`src/sst_pkg.sv`:
```
package sst_pkg;

  // ==========================================================================
  // Timing of the countdown chain
  // ==========================================================================
  localparam int unsigned CLK_PERIOD_NS  = 20;
  localparam int unsigned TAP1_PERIOD_NS = 200;
  // The first tap toggles every half period; 5 cycles at 50 MHz.
  localparam int unsigned TAP1_HALF_CYC  = TAP1_PERIOD_NS / (2 * CLK_PERIOD_NS);
  localparam int unsigned CHAIN_TAPS     = 20;
  localparam int unsigned TAP_NINE       = 9;
  localparam logic [2:0]  PRE_CNT_RST    = 3'h0;
  localparam logic [19:0] CHAIN_RST      = 20'h00000;

  // ==========================================================================
  // Delay counter and decode masks, counted in last-tap periods
  // ==========================================================================
  localparam logic [7:0] DLY_RST      = 8'h00;
  localparam logic [7:0] DLY_MAX      = 8'hFF;
  localparam logic [7:0] DLY_SPINUP   = 8'h04;
  localparam logic [7:0] DLY_PURGE    = 8'h10;
  localparam logic [7:0] DLY_LOAD     = 8'h02;
  localparam logic [7:0] DLY_STOP     = 8'h01;
  localparam logic [7:0] DLY_NONE     = 8'h00;

  // ==========================================================================
  // Disk rotation detector
  // ==========================================================================
  localparam logic [7:0] ROT_RST      = 8'h00;
  localparam logic [7:0] ROT_LIMIT    = 8'h08;

  // ==========================================================================
  // Edge detector
  // ==========================================================================
  localparam logic [2:0] EDGE_SHIFT_RST = 3'h0;

  // Start phase decoded from {load heads, purge cycle}; Gray order.
  typedef enum logic [1:0] {
    PH_IDLE   = 2'h0,
    PH_PURGE  = 2'h1,
    PH_LOAD   = 2'h3,
    PH_LOADED = 2'h2
  } sst_phase_e;

  // Pins that arrive from outside the clock domain.
  typedef struct packed {
    logic power_clear;
    logic run_contact;
    logic stop_contact;
    logic host_line;
    logic cart_ok;
    logic heads_ret;
    logic disk_index;
    logic ext_emerg;
    logic speed_ok;
    logic pos_ok;
  } sst_pins_s;

  // Major sequencer flip-flops.
  typedef struct packed {
    logic run;
    logic end_of_run;
    logic purge;
    logic load;
    logic seq_ctl;
    logic brake;
    logic emerg_unload;
    logic timing_pulse;
  } sst_seq_s;

  // The host line idles high; resetting its synchroniser to that level keeps
  // the edge detector from seeing a false level change after reset.
  localparam sst_pins_s PINS_RST = '{host_line: 1'b1, default: 1'b0};
  localparam sst_seq_s  SEQ_RST  = '{emerg_unload: 1'b1, default: 1'b0};

endpackage

```
`src/sst_edge_det.sv`:
```
`timescale 1ns/1ps

// Shift-register edge detector: one clean pulse per settled level change.
module sst_edge_det
  import sst_pkg::*;
(
  input  wire logic clk,
  input  wire logic sys_rst,
  input  wire logic level,
  output logic      pulse
);

  typedef struct packed {
    logic [2:0] shift;
    logic       pulse;
  } sst_edge_s;

  sst_edge_s st_q;
  sst_edge_s st_d;

  // ==========================================================================
  // Shift and compare
  // ==========================================================================
  // The pulse needs the new level in two stages, but a level that flickers for
  // a single cycle still pulses once as it leaves; the far end holds each level longer.
  always_comb begin
    st_d       = st_q;
    st_d.shift = {st_q.shift[1:0], level};
    st_d.pulse = (st_q.shift[0] == st_q.shift[1]) && (st_q.shift[1] != st_q.shift[2]);
  end

  // Registered state.
  always_ff @(posedge clk) begin
    if (sys_rst) begin
      st_q <= '{shift: EDGE_SHIFT_RST, pulse: 1'b0};
    end else begin
      st_q <= st_d;
    end
  end

  assign pulse = st_q.pulse;

endmodule // sst_edge_det

```
`src/sst_sequencer.sv`:
```
`timescale 1ns/1ps

module sst_sequencer
  import sst_pkg::*;
#(
  parameter int unsigned LAST_TAP = CHAIN_TAPS
) (
  input  wire logic       clk,
  input  wire logic       sys_rst,
  input  wire logic       power_clear_in,
  input  wire logic [1:0] panel_run_stop_switch,
  input  wire logic       host_start_stop_line,
  input  wire logic       cartridge_seated_ok,
  input  wire logic       heads_retracted,
  input  wire logic       disk_index_pulse,
  input  wire logic       external_emergency,
  input  wire logic       spindle_speed_ok,
  input  wire logic       position_ok,
  output logic            countdown_tap_nine,
  output logic            countdown_last_tap,
  output logic            run_switch_pulse,
  output logic            start_drive_motor_pulse,
  output logic            clear_or_unload_n,
  output logic            disk_not_rotating_n,
  output logic            no_brake_cycle_n,
  output logic            any_emergency,
  output logic            position_monitor_init,
  output logic            heads_load_cmd,
  output sst_seq_s        seq_state
);

  typedef struct packed {
    sst_pins_s   sync1;
    sst_pins_s   sync2;
    logic        index_prev;
    logic [2:0]  pre_cnt;
    logic [19:0] chain;
    logic        tap9_prev;
    logic        last_prev;
    logic        gated_prev;
    logic [7:0]  dly_cnt;
    logic [7:0]  rot_cnt;
    logic        sw_latch;
    logic        fault_start;
    logic        fault_load;
    sst_seq_s    seq;
    logic        o_tap9;
    logic        o_last;
    logic        o_rsp;
    logic        o_sdm;
    logic        o_cou_n;
    logic        o_dnr_n;
    logic        o_nbc_n;
    logic        o_anyem;
    logic        o_pm_init;
    logic        o_hload;
  } sst_state_s;

  sst_state_s st_q;
  sst_state_s st_d;
  sst_pins_s  pins;
  logic       combined_level;
  logic       rsp;

  // ==========================================================================
  // Pin capture
  // ==========================================================================
  // Every pin is asynchronous to clk, so all of them pass two flops.
  always_comb begin
    pins.power_clear  = power_clear_in;
    pins.run_contact  = panel_run_stop_switch[0];
    pins.stop_contact = panel_run_stop_switch[1];
    pins.host_line    = host_start_stop_line;
    pins.cart_ok      = cartridge_seated_ok;
    pins.heads_ret    = heads_retracted;
    pins.disk_index   = disk_index_pulse;
    pins.ext_emerg    = external_emergency;
    pins.speed_ok     = spindle_speed_ok;
    pins.pos_ok       = position_ok;
  end

  // Latched switch merged with the inverted host line; either one toggles it.
  assign combined_level = st_q.sw_latch ^ ~st_q.sync2.host_line;

  sst_edge_det u_edge (
    .clk     (clk),
    .sys_rst (sys_rst),
    .level   (combined_level),
    .pulse   (rsp)
  );

  // ==========================================================================
  // Next-state logic
  // ==========================================================================
  // One clock domain replaces the ripple chain; each tap is still a counter
  // bit, so every tap is a square wave of twice the previous period.
  always_comb begin
    sst_pins_s  p;
    sst_seq_s   s;
    sst_seq_s   n;
    sst_phase_e phase;
    logic       pclr;
    logic       tap9;
    logic       last_tap;
    logic       last_tick;
    logic       gated;
    logic       gev;
    logic       decode;
    logic [7:0] mask;
    logic       not_rot;
    logic       anyem;
    logic       cou_n;
    logic       interlock;
    logic       run_set;

    st_d       = st_q;
    st_d.sync1 = pins;
    st_d.sync2 = st_q.sync1;
    p          = st_q.sync2;
    s          = st_q.seq;
    n          = st_q.seq;
    pclr       = p.power_clear;

    // Countdown chain: a synchronous prescaler then a binary chain.
    if (st_q.pre_cnt == 3'(TAP1_HALF_CYC - 1)) begin
      st_d.pre_cnt = PRE_CNT_RST;
      st_d.chain   = st_q.chain + 20'h00001;
    end else begin
      st_d.pre_cnt = st_q.pre_cnt + 3'h1;
    end
    tap9      = st_q.chain[TAP_NINE - 1];
    last_tap  = st_q.chain[LAST_TAP - 1];
    last_tick = last_tap & ~st_q.last_prev;
    st_d.tap9_prev = tap9;
    st_d.last_prev = last_tap;

    // Gated clock: tap nine while the timing pulse stands; its rising edge
    // is the only moment purge and load may move.
    gated           = tap9 & s.timing_pulse;
    gev             = gated & ~st_q.gated_prev;
    st_d.gated_prev = gated;

    // Phase decode of purge and load steers the delay decode, fault tests and start sequence below.
    phase = sst_phase_e'({s.load, s.purge});

    // Delay decode picks the bits that end the current state's wait.
    mask = DLY_NONE;
    if (s.seq_ctl && !s.run) begin
      mask = DLY_STOP;
    end else if (!s.seq_ctl && s.run) begin
      unique case (phase)
        PH_IDLE:   mask = DLY_SPINUP;
        PH_PURGE:  mask = DLY_PURGE;
        PH_LOAD:   mask = DLY_LOAD;
        PH_LOADED: mask = DLY_NONE;
      endcase
    end
    decode = (mask != DLY_NONE) && ((st_q.dly_cnt & mask) == mask);

    // Timing pulse moves on the falling edge of tap nine, so it is high for
    // one whole tap period and the gated clock rises in its middle.
    if (tap9 == 1'b0 && st_q.tap9_prev == 1'b1) begin
      n.timing_pulse = s.timing_pulse ? 1'b0 : decode;
    end

    // Rotation detector: an index pulse restarts it; reaching the limit
    // means the disk stands. After power clear it restarts from zero, which
    // gives the settling delay.
    st_d.index_prev = p.disk_index;
    if (p.disk_index && !st_q.index_prev) begin
      st_d.rot_cnt = ROT_RST;
    end else if (last_tick && st_q.rot_cnt != ROT_LIMIT) begin
      st_d.rot_cnt = st_q.rot_cnt + 8'h01;
    end
    not_rot = (st_q.rot_cnt == ROT_LIMIT);

    // Switch debounce latch: holds its level while both contacts are open
    // or bouncing.
    if (p.run_contact && !p.stop_contact) begin
      st_d.sw_latch = 1'b1;
    end else if (p.stop_contact && !p.run_contact) begin
      st_d.sw_latch = 1'b0;
    end

    // Power clear drops latched faults; otherwise a fault would bar every
    // later start, since only a successful run set clears them.
    if (pclr) begin
      st_d.fault_start = 1'b0;
      st_d.fault_load  = 1'b0;
    end

    // Emergency tests sample status only at the gated clock.
    if (gev && s.run && !s.seq_ctl) begin
      if (phase == PH_PURGE && !p.speed_ok) begin
        st_d.fault_start = 1'b1;
      end
      if (phase == PH_LOAD && !p.pos_ok) begin
        st_d.fault_load = 1'b1;
      end
    end
    anyem = p.ext_emerg | st_q.fault_start | st_q.fault_load;
    cou_n = ~(pclr | anyem);

    // Run may only be entered from a finished stop sequence.
    interlock = p.heads_ret & not_rot & ~s.brake & ~s.seq_ctl & ~s.end_of_run;
    run_set   = 1'b0;
    if (!p.cart_ok || !cou_n) begin
      n.run = 1'b0;
    end else if (rsp) begin
      n.run   = s.run ? 1'b0 : interlock;
      run_set = ~s.run & interlock;
    end
    if (run_set) begin
      st_d.fault_start = 1'b0;
      st_d.fault_load  = 1'b0;
    end

    // Start sequence: run, purge, load, then sequence control.
    if (gev && s.run && !s.seq_ctl) begin
      unique case (phase)
        PH_IDLE:   n.purge = 1'b1;
        PH_PURGE:  n.load  = p.speed_ok;
        PH_LOAD: begin
          if (p.pos_ok) begin
            n.purge        = 1'b0;
            n.seq_ctl      = 1'b1;
            n.emerg_unload = 1'b0;
          end
        end
        PH_LOADED: n.seq_ctl = 1'b1;
      endcase
    end

    // Stop sequence: the fall of run sets end-of-run, which presets sequence
    // control; its timed clear starts the brake.
    if (s.run && !n.run) begin
      n.end_of_run = 1'b1;
    end
    if (s.end_of_run) begin
      n.seq_ctl = 1'b1;
    end
    if (gev && s.seq_ctl && !s.run) begin
      n.seq_ctl    = 1'b0;
      n.end_of_run = 1'b0;
      n.brake      = 1'b1;
      n.purge      = 1'b0;
      n.load       = 1'b0;
    end
    if (s.brake && not_rot) begin
      n.brake = 1'b0;
    end

    // Any emergency forces the heads off through the unload flop.
    if (anyem) begin
      n.emerg_unload = 1'b1;
    end

    // Power clear wins over everything it initialises.
    if (pclr) begin
      st_d.rot_cnt   = ROT_RST;
      n.emerg_unload = 1'b1;
      n.end_of_run   = 1'b0;
      n.timing_pulse = 1'b0;
    end

    // Delay counter counts last-tap periods and restarts whenever the state
    // changes, so each wait is measured from its own entry point. It stops
    // once the decode is met, so the wait stays elapsed until a tap nine edge.
    if ({n.run, n.purge, n.load, n.seq_ctl, n.brake} != {s.run, s.purge, s.load, s.seq_ctl, s.brake}) begin
      st_d.dly_cnt = DLY_RST;
    end else if (last_tick && !decode && st_q.dly_cnt != DLY_MAX) begin
      st_d.dly_cnt = st_q.dly_cnt + 8'h01;
    end

    st_d.seq       = n;
    st_d.o_tap9    = tap9;
    st_d.o_last    = last_tap;
    st_d.o_rsp     = rsp;
    st_d.o_sdm     = run_set;
    st_d.o_cou_n   = cou_n;
    st_d.o_dnr_n   = ~not_rot;
    st_d.o_nbc_n   = ~n.brake;
    st_d.o_anyem   = anyem;
    st_d.o_pm_init = (phase == PH_LOAD);
    st_d.o_hload   = n.load & ~n.emerg_unload;
  end

  // ==========================================================================
  // State register
  // ==========================================================================
  // The run clear is immediate in the next-state logic rather than a true
  // asynchronous clear; it costs one cycle but keeps a single clock.
  always_ff @(posedge clk) begin
    if (sys_rst) begin
      st_q <= '{sync1: PINS_RST, sync2: PINS_RST, pre_cnt: PRE_CNT_RST, chain: CHAIN_RST,
                dly_cnt: DLY_RST, rot_cnt: ROT_RST, seq: SEQ_RST, o_cou_n: 1'b0,
                o_dnr_n: 1'b1, o_nbc_n: 1'b1, default: 1'b0};
    end else begin
      st_q <= st_d;
    end
  end

  // ==========================================================================
  // Outputs, all straight from flops
  // ==========================================================================
  assign countdown_tap_nine      = st_q.o_tap9;
  assign countdown_last_tap      = st_q.o_last;
  assign run_switch_pulse        = st_q.o_rsp;
  assign start_drive_motor_pulse = st_q.o_sdm;
  assign clear_or_unload_n       = st_q.o_cou_n;
  assign disk_not_rotating_n     = st_q.o_dnr_n;
  assign no_brake_cycle_n        = st_q.o_nbc_n;
  assign any_emergency           = st_q.o_anyem;
  assign position_monitor_init   = st_q.o_pm_init;
  assign heads_load_cmd          = st_q.o_hload;
  assign seq_state               = st_q.seq;

endmodule // sst_sequencer

```
`config.mk`:
```
export PLATFORM = sky130hd
export DESIGN_NAME = sst_sequencer
export DESIGN_NICKNAME = d
export VERILOG_FILES = /design/src/sst_pkg.sv /design/src/sst_edge_det.sv /design/src/sst_sequencer.sv
export SDC_FILE = /design/constraint.sdc
export NUM_CORES = 1
export LEC_CHECK = 0
export BUFFER_PORTS_ARGS = -buffer_cell sky130_fd_sc_hd__buf_2
export CORE_UTILIZATION = 35
export CTS_BUF_LIST = sky130_fd_sc_hd__clkbuf_8
export CTS_CLUSTER_DIAMETER = 200
export CTS_CLUSTER_SIZE = 16
export DETAILED_ROUTE_END_ITERATION = 8
export SYNTH_ARGS = -nofsm -noshare
export SYNTH_HDL_FRONTEND = slang
export SYNTH_HIERARCHICAL = 1
export SYNTH_SLANG_ARGS = --single-unit
```
`constraint.sdc`:
```
create_clock -name clk -period 2.68 [get_ports clk]
set_input_delay 0.134 -clock clk [delete_from_list [all_inputs] [get_ports clk]]
set_output_delay 0.134 -clock clk [all_outputs]
set_load 0.02 [all_outputs]
```
==> results of run 1 <==
==> registers in the layout, indices dropped and copies added (netlist names), 2 cells and up <==
signal       cells
st_q            51
st_d            13
seq_state        8
u_edge/st_d      2
==> critical path, cell delays in order (launching register included) <==
cell and delay, ns:
dfxtp_1 0.34, inv_1 0.08, ha_1 0.14, nor4b_1 0.32, nand2_1 0.13, nor3_1 0.30, nor2_1 0.12, ha_1 0.27
o21ai_0 0.07, or4_4 0.51, a21oi_2 0.14
==> power groups by stage <==
stage | registers, µW | logic, µW | clock network [µW]
after detailed placement | 1340 | 68.9 | 0
after CTS | 1310 | 80.0 | 872
after floorplan | 1340 | 48.2 | 0
after global placement | 1340 | 68.0 | 0
after global routing | 1310 | 89.3 | 918
final | 1310 | 78.4 | 840
==> layout make-up <==
| class | count | area, µm² | area share |
|---|---|---|---|
| Timing Repair Buffer | 44 | 283 | 0.0705 |
| Clock buffer | 9 | 124 | 0.0309 |
| Sequential cell | 86 | 1720 | 0.429 |
| Multi-Input combinational cell | 254 | 1610 | 0.400 |
| Clock inverter | 7 | 57.6 | 0.0144 |
| Tap cell | 133 | 166 | 0.0415 |
| Inverter | 14 | 52.6 | 0.0131 |
==> timing repair <==
item,CTS,global route
hold buffers,10,0
setup buffers,0,0
hold endpoints to repair,10,0
==> synth_stat cells, drive strengths merged, types with 2 or more instances <==
cell type and n:
and3b 2, nand3 12, buf 11, or3b 2
mux2i 4, or4 3, ha 12, and3 6
a21o 2, nor4 3, inv 14, nor2b 30
and2 4, a21oi 14, xor2 16, xnor2 14
and4 2, clkbuf 7, or3 3, o21ai 9
or2 5, nand4 7, nand3b 3, o31ai 4
nand2b 3, nand2 21, a2bb2oi 2, nor3 11
nor3b 3, dfxtp 86, nor2 49
==> cell families after synthesis <==
| family | share of synthesized area |
|---|---|
| muxes | 0.0115 |
| and+or+nand+nor | 0.262 |
| xor gates and xnor gates | 0.0752 |
| AOI/OAI and AO/OA | 0.0677 |
| DFF | 0.493 |
| adders and majority gates | 0.0430 |
| buffers and inverters | 0.0473 |
==> stage by stage <==
step	cells	setup slack [ns]	cell area (µm²)	power, µW	hold WS, ns
after global placement	521	0.339	3730	1400	0.318
final	547	0.188	4010	2230	0.205
after CTS	547	0.191	4010	2260	0.213
after global routing	547	0.0237	4010	2320	0.231
after detailed placement	521	0.229	3730	1410	0.321
after floorplan	372	0.292	3490	1390	0.203
==> per-layer routing <==
layer | vias to the layer above | track usage
li1 | 1314 | -
met5 | - | 0
met3 | 7 | 0.0363
met4 | 0 | 0.0659
met1 | 1174 | 0.167
met2 | 25 | 0.205
==> how the worst max path moves through the flow <==
stage | start | to | slack [ns]
6_report | st_q[22]$_SDFFE_PP0P_ | st_q[32]$_SDFFE_PP0P_ | 0.19
5_1_grt | st_q[21]$_SDFFE_PP0P_ | st_q[34]$_SDFFE_PP0P_ | 0.02
4_1_cts | st_q[21]$_SDFFE_PP0P_ | st_q[32]$_SDFFE_PP0P_ | 0.19
3_5_place_dp | st_q[21]$_SDFFE_PP0P_ | st_q[32]$_SDFFE_PP0P_ | 0.23
3_3_place_gp | st_q[21]$_SDFFE_PP0P_ | st_q[34]$_SDFFE_PP0P_ | 0.34
2_1_floorplan | st_q[21]$_SDFFE_PP0P_ | st_q[34]$_SDFFE_PP0P_ | 0.29
==> impl_metrics.json, run 1 <==
{
  "crit_path_max_fanout": 8,
  "yosysTopAreaCellShare": 0.493,
  "detail_route.first_pass.iterations": 4,
  "grt_overflow_total": 0,
  "final-max-slew-violation-count": 0,
  "switching_component_of_the_power_uw": 541,
  "layout-drive-gt1-share": 0.157,
  "grt_setup_unrepaired": "false",
  "synthCells": 372,
  "dieArea_um2": 10400,
  "switching_share": 0.243,
  "worst_r2r_path_depth": 10,
  "cp_data_required_time_ns": 2.98,
  "total_cts_buffers": 9,
  "timing.critical_path.arrival_ns": 2.79,
  "htree_num_levels": 3,
  "place_congestion": 0.768,
  "detail_route.iter0.violations": 106,
  "tritoncts_num_sinks": 86,
  "power.share.clock": 0.378,
  "worst_skew_pair.late_latency_ns": 0.36,
  "layout_common_cells": "dfxtp_1, nor2_1, nor2b_1",
  "ios": 30,
  "timing.rr.end": "st_q[32]$_SDFFE_PP0P_",
  "max_freq_ghz": 0.401,
  "worstHoldEndpoint": "run_switch_pulse$_SDFF_PP0_",
  "yosysWarnings": 6,
  "pwr_density_cell_nw_per_um2": 555,
  "synth-edff-count": 0,
  "slew_headroom": 0.495,
  "timing.setup.tns_ns": 0,
  "first_pass_grt_wire_length_mm": 10.4,
  "synth.area.top_cells": "dfxtp_1, nor2b_1, nor2_1, ha_1, xor2_1",
  "n_antenna_cell": 0,
  "syn2layout_area_growth_pct": 14.8,
  "design.core.area_um2": 9730,
  "detailroute.via_count": 2520,
  "top_routing_layer_used": "met4",
  "yosysTopAreaCell": "dfxtp_1",
  "reg2reg_slack_ns": 0.19,
  "grt.total_usage": 0.131,
  "core.rowCount": 36,
  "drc_errors": 0,
  "cts.clk_slew.worst_paths_ns": 0.09,
  "hp-start": "sys_rst",
  "x_dimension_of_the_die_um": 102,
  "tightestPinTransition_ns": 0.751,
  "detailroute.wirelength.met2_mm": 2.73,
  "async_reset_ff_frac": 0,
  "timing.final.crit_share": 0.930,
  "num-fill-cells": 1024,
  "post_synth.cell_area_avg_um2": 9.39,
  "vdd_drop_max_mv": 0.370,
  "synth_area_um2": 3490,
  "synth_fp_nets": 396,
  "place.detailed.hpwl_mm": 4.38,
  "crit_path_end_kind": "flop",
  "detail_route.vias_per_cell": 4.61,
  "reg2reg_from": "st_q[22]$_SDFFE_PP0P_",
  "worst-setup-path-type": "flop to flop",
  "port-buffer-count": 29,
  "report.final.setup_viol": 0,
  "yosys.cell_types.count": 47,
  "grt_pass1_vias": 2297,
  "die_h_um": 102,
  "cell_internal_pwr_uw": 1680,
  "cts.root.buffer_cell": "clkbuf_8",
  "finalCoreUtilization": 0.412,
  "cts_tree": "done",
  "hold_depth": 2,
  "pwr-share-comb": 0.035,
  "hold_path.class": "input pin to flop",
  "critical_path.startpoint_type": "flop",
  "fin_worst_skew_ns": 0.0127,
  "cellLeakagePower_uw": 0.00154,
  "met1Wirelength_mm": 3.08,
  "initial_utilization": 0.359,
  "hold_viol_final": 0,
  "clock_tree.buffer_depth": 2,
  "synth_sequential_area_ratio": 0.493,
  "final_net_count": 433,
  "run_status": "finished clean",
  "most_common_cell_after_layout_fill_and_taps_aside": "dfxtp_1",
  "wl_met3_um": 185,
  "max-cap-violations": 0,
  "ctsResizeCount": 0,
  "dr_wl_cell_um": 11.1,
  "pwr-share-seq": 0.587,
  "final_worst_path_period_need_ns": 2.49,
  "routed_wirelength_mm": 6.10,
  "synth_seq_cells": 86,
  "number_of_antenna_violations_at_the_first_check_in_global_routing": 0,
  "antenna_violating_nets_post_route": 0,
  "synth_top_flop_cell": "dfxtp_1",
  "grt_start_max_net_pins": 39
}
No activity file was read; power rests on OpenSTA's default activity.
==> run 2, diff against run 1 <==
--- a/config.mk
+++ b/config.mk
@@ -6,7 +6,7 @@
 export NUM_CORES = 1
 export LEC_CHECK = 0
 export BUFFER_PORTS_ARGS = -buffer_cell sky130_fd_sc_hd__buf_2
-export CORE_UTILIZATION = 35
+export CORE_UTILIZATION = 40
 export CTS_BUF_LIST = sky130_fd_sc_hd__clkbuf_8
 export CTS_CLUSTER_DIAMETER = 200
 export CTS_CLUSTER_SIZE = 16
==> constraint.sdc (replaced) <==
create_clock -name clk -period 3.21 [get_ports clk]
set_input_delay 0.1605 -clock clk [delete_from_list [all_inputs] [get_ports clk]]
set_output_delay 0.1605 -clock clk [all_outputs]
set_load 0.02 [all_outputs]
==> run 2 against run 1 <==
Against the previous run:
- non-clock buffer count is 5 lower
- global-route usage is 2.3 points higher
- routed wire length is 0.67% lower
- total power is 16% lower
- via count is 2.1% lower
- die area is 12% lower
- sequential cell count stayed put
- clock skew is 0.0026 ns lower
- final area is 1.8% lower
- utilization is 6.0 points higher
- clock-buffer cell count stayed put
- sequential power is 17% lower
- highest routed layer unchanged
==> impl_metrics.json, run 2 (same netlist as run 1, synthesis figures left out) <==
{
  "timing.setup.tns_ns": 0,
  "final-seq-area_um2": 1720,
  "fin_worst_skew_ns": 0.0101,
  "top_usage_layer": "met2",
  "cell_internal_pwr_uw": 1410,
  "tritoncts_num_sinks": 86,
  "crit_path_max_fanout": 8,
  "place.detailed.hpwl_mm": 4.29,
  "postLayoutCellArea_um2": 3940,
  "final-max-slew-violation-count": 0,
  "max-cap-violations": 0,
  "dr_wl_cell_um": 11.8,
  "max_freq_ghz": 0.377,
  "pwr-share-seq": 0.585,
  "largest_register_ff_count": 51,
  "detail_route.vias_per_cell": 4.80,
  "crit_path_end_kind": "flop",
  "htree_num_levels": 3,
  "detail_route.first_pass.iterations": 4,
  "drc_errors": 0,
  "pwr_density_cell_nw_per_um2": 474,
  "num-fill-cells": 829,
  "final_worst_path_period_need_ns": 2.65,
  "hold_path.class": "input pin to flop",
  "report.final.setup_viol": 0,
  "tightestPinTransition_ns": 0.904,
  "ctsResizeCount": 0,
  "most_common_cell_after_layout_fill_and_taps_aside": "dfxtp_1",
  "hold_viol_final": 0,
  "grt_start_max_net_pins": 40,
  "cts.root.buffer_cell": "clkbuf_8",
  "grt_use_met1": 0.210,
  "cts_tree": "done",
  "cellLeakagePower_uw": 0.00152,
  "layout_common_cells": "dfxtp_1, nor2_1, nor2b_1",
  "core.rowCount": 33,
  "routed_wirelength_mm": 6.06,
  "clock_tree.buffer_depth": 2,
  "design.core.area_um2": 8340,
  "grt_pass1_vias": 2361,
  "top_register": "st_q",
  "die_h_um": 95.4,
  "ios": 30,
  "grt_overflow_total": 0,
  "power.share.clock": 0.381,
  "grt_setup_unrepaired": "false",
  "x_dimension_of_the_die_um": 95.4,
  "switching_share": 0.244,
  "port-buffer-count": 29,
  "detailroute.via_count": 2466,
  "initial_utilization": 0.419,
  "dieArea_um2": 9110,
  "worst-setup-path-type": "flop to flop",
  "timing.critical_path.arrival_ns": 2.95,
  "slew_headroom": 0.392,
  "vdd_drop_max_mv": 0.259,
  "place_congestion": 0.769,
  "syn2layout_area_growth_pct": 12.7,
  "first_pass_grt_wire_length_mm": 10.7,
  "placed_cell_area_um2": 3670,
  "number_of_antenna_violations_at_the_first_check_in_global_routing": 0,
  "pwr-share-comb": 0.034,
  "global_route.usage.met3": 0.0351,
  "critical_path.startpoint_type": "flop",
  "run_status": "finished clean",
  "n_antenna_cell": 0,
  "detail_route.iter0.violations": 84,
  "total_cts_buffers": 9,
  "routing_usage_on_met2": 0.227,
  "timing.final.crit_share": 0.825,
  "antenna_violating_nets_post_route": 0,
  "cp_data_required_time_ns": 3.51,
  "layout-drive-gt1-share": 0.152,
  "multi_input_comb_area_um2": 1610,
  "final_net_count": 428,
  "worst_skew_pair.late_latency_ns": 0.36,
  "grt.total_usage": 0.155,
  "cts.clk_slew.worst_paths_ns": 0.09,
  "switching_component_of_the_power_uw": 456
}
==> run 2: cell count changes in the layout (fill, tap and decap cells not counted) <==
cell and change:
clkinv_4 -1, dlygate4sd3_1 -2, inv_6 +2, clkinv_2 -1
buf_4 -3
==> run 2: worst paths after layout <==
| path | from | slack [ns] | endpoint | cells after the start |
|---|---|---|---|---|
| setup reg to reg | st_q[21]$_SDFFE_PP0P_ | 0.56 | st_q[31]$_SDFFE_PP0P_ | 10 |
| hold reg to reg | st_d[70]$_SDFF_PP1_ | 0.42 | st_q[70]$_SDFF_PP1_ | 1 |
| hold / removal | power_clear_in | 0.02 | st_d[73]$_SDFF_PP0_ | 2 |
| setup / recovery | st_q[21]$_SDFFE_PP0P_ | 0.56 | st_q[31]$_SDFFE_PP0P_ | 10 |
==> run 2: timing repair <==
| item | in CTS | in global routing |
|---|---|---|
| hold buffers | 8 | 0 |
| setup buffers | 0 | 0 |
| endpoints found under the hold margin | 8 | 0 |
==> run 2: per-layer routing <==
| metal | share of wire | up-vias |
|---|---|---|
| met5 | 0 | - |
| met4 | 0.025 | 0 |
| met1 | 0.51 | 1113 |
| met2 | 0.42 | 43 |
| met3 | 0.049 | 11 |
| li1 | - | 1299 |
==> run 2: power by group through the flow <==
stage          Combinational [µW]  Clock, µW  Sequential [µW]
2_1_floorplan                40.3          0             1120
6_report                     63.8        712             1090
5_1_grt                      72.5        781             1090
4_1_cts                      65.0        745             1090
3_5_place_dp                 57.6          0             1120
3_3_place_gp                 56.7          0             1120
==> run 2: final cells by class <==
| type | count | area share |
|---|---|---|
| inverter | 14 | 0.0134 |
| sequential | 86 | 0.437 |
| clock buffer | 9 | 0.0315 |
| timing repair buffer | 39 | 0.0610 |
| multi-input combinational | 254 | 0.408 |
| clock inverter | 7 | 0.0156 |
| tap | 105 | 0.0334 |
==> run 2: worst max-delay path: stages (launching register included) <==
cell	delay, ns
dfxtp_1	0.35
inv_1	0.07
ha_1	0.13
nor4b_1	0.32
nand2_1	0.25
nor3_1	0.37
nor2_1	0.12
ha_1	0.28
o21ai_0	0.08
or4_4	0.51
a21oi_2	0.13
==> run 2: per-stage QoR <==
| stage | instances | hold slack [ns] | total power [µW] | util | worst slack [ns] |
|---|---|---|---|---|---|
| 2_1_floorplan | 372 | 0.230 | 1160 | - | 0.822 |
| 3_3_place_gp | 490 | 0.345 | 1170 | 0.440 | 0.656 |
| 3_5_place_dp | 490 | 0.349 | 1170 | 0.440 | 0.573 |
| 4_1_cts | 514 | 0.0181 | 1900 | 0.472 | 0.548 |
| 5_1_grt | 514 | 0.0367 | 1950 | 0.472 | 0.272 |
| 6_report | 514 | 0.0249 | 1870 | 0.472 | 0.560 |
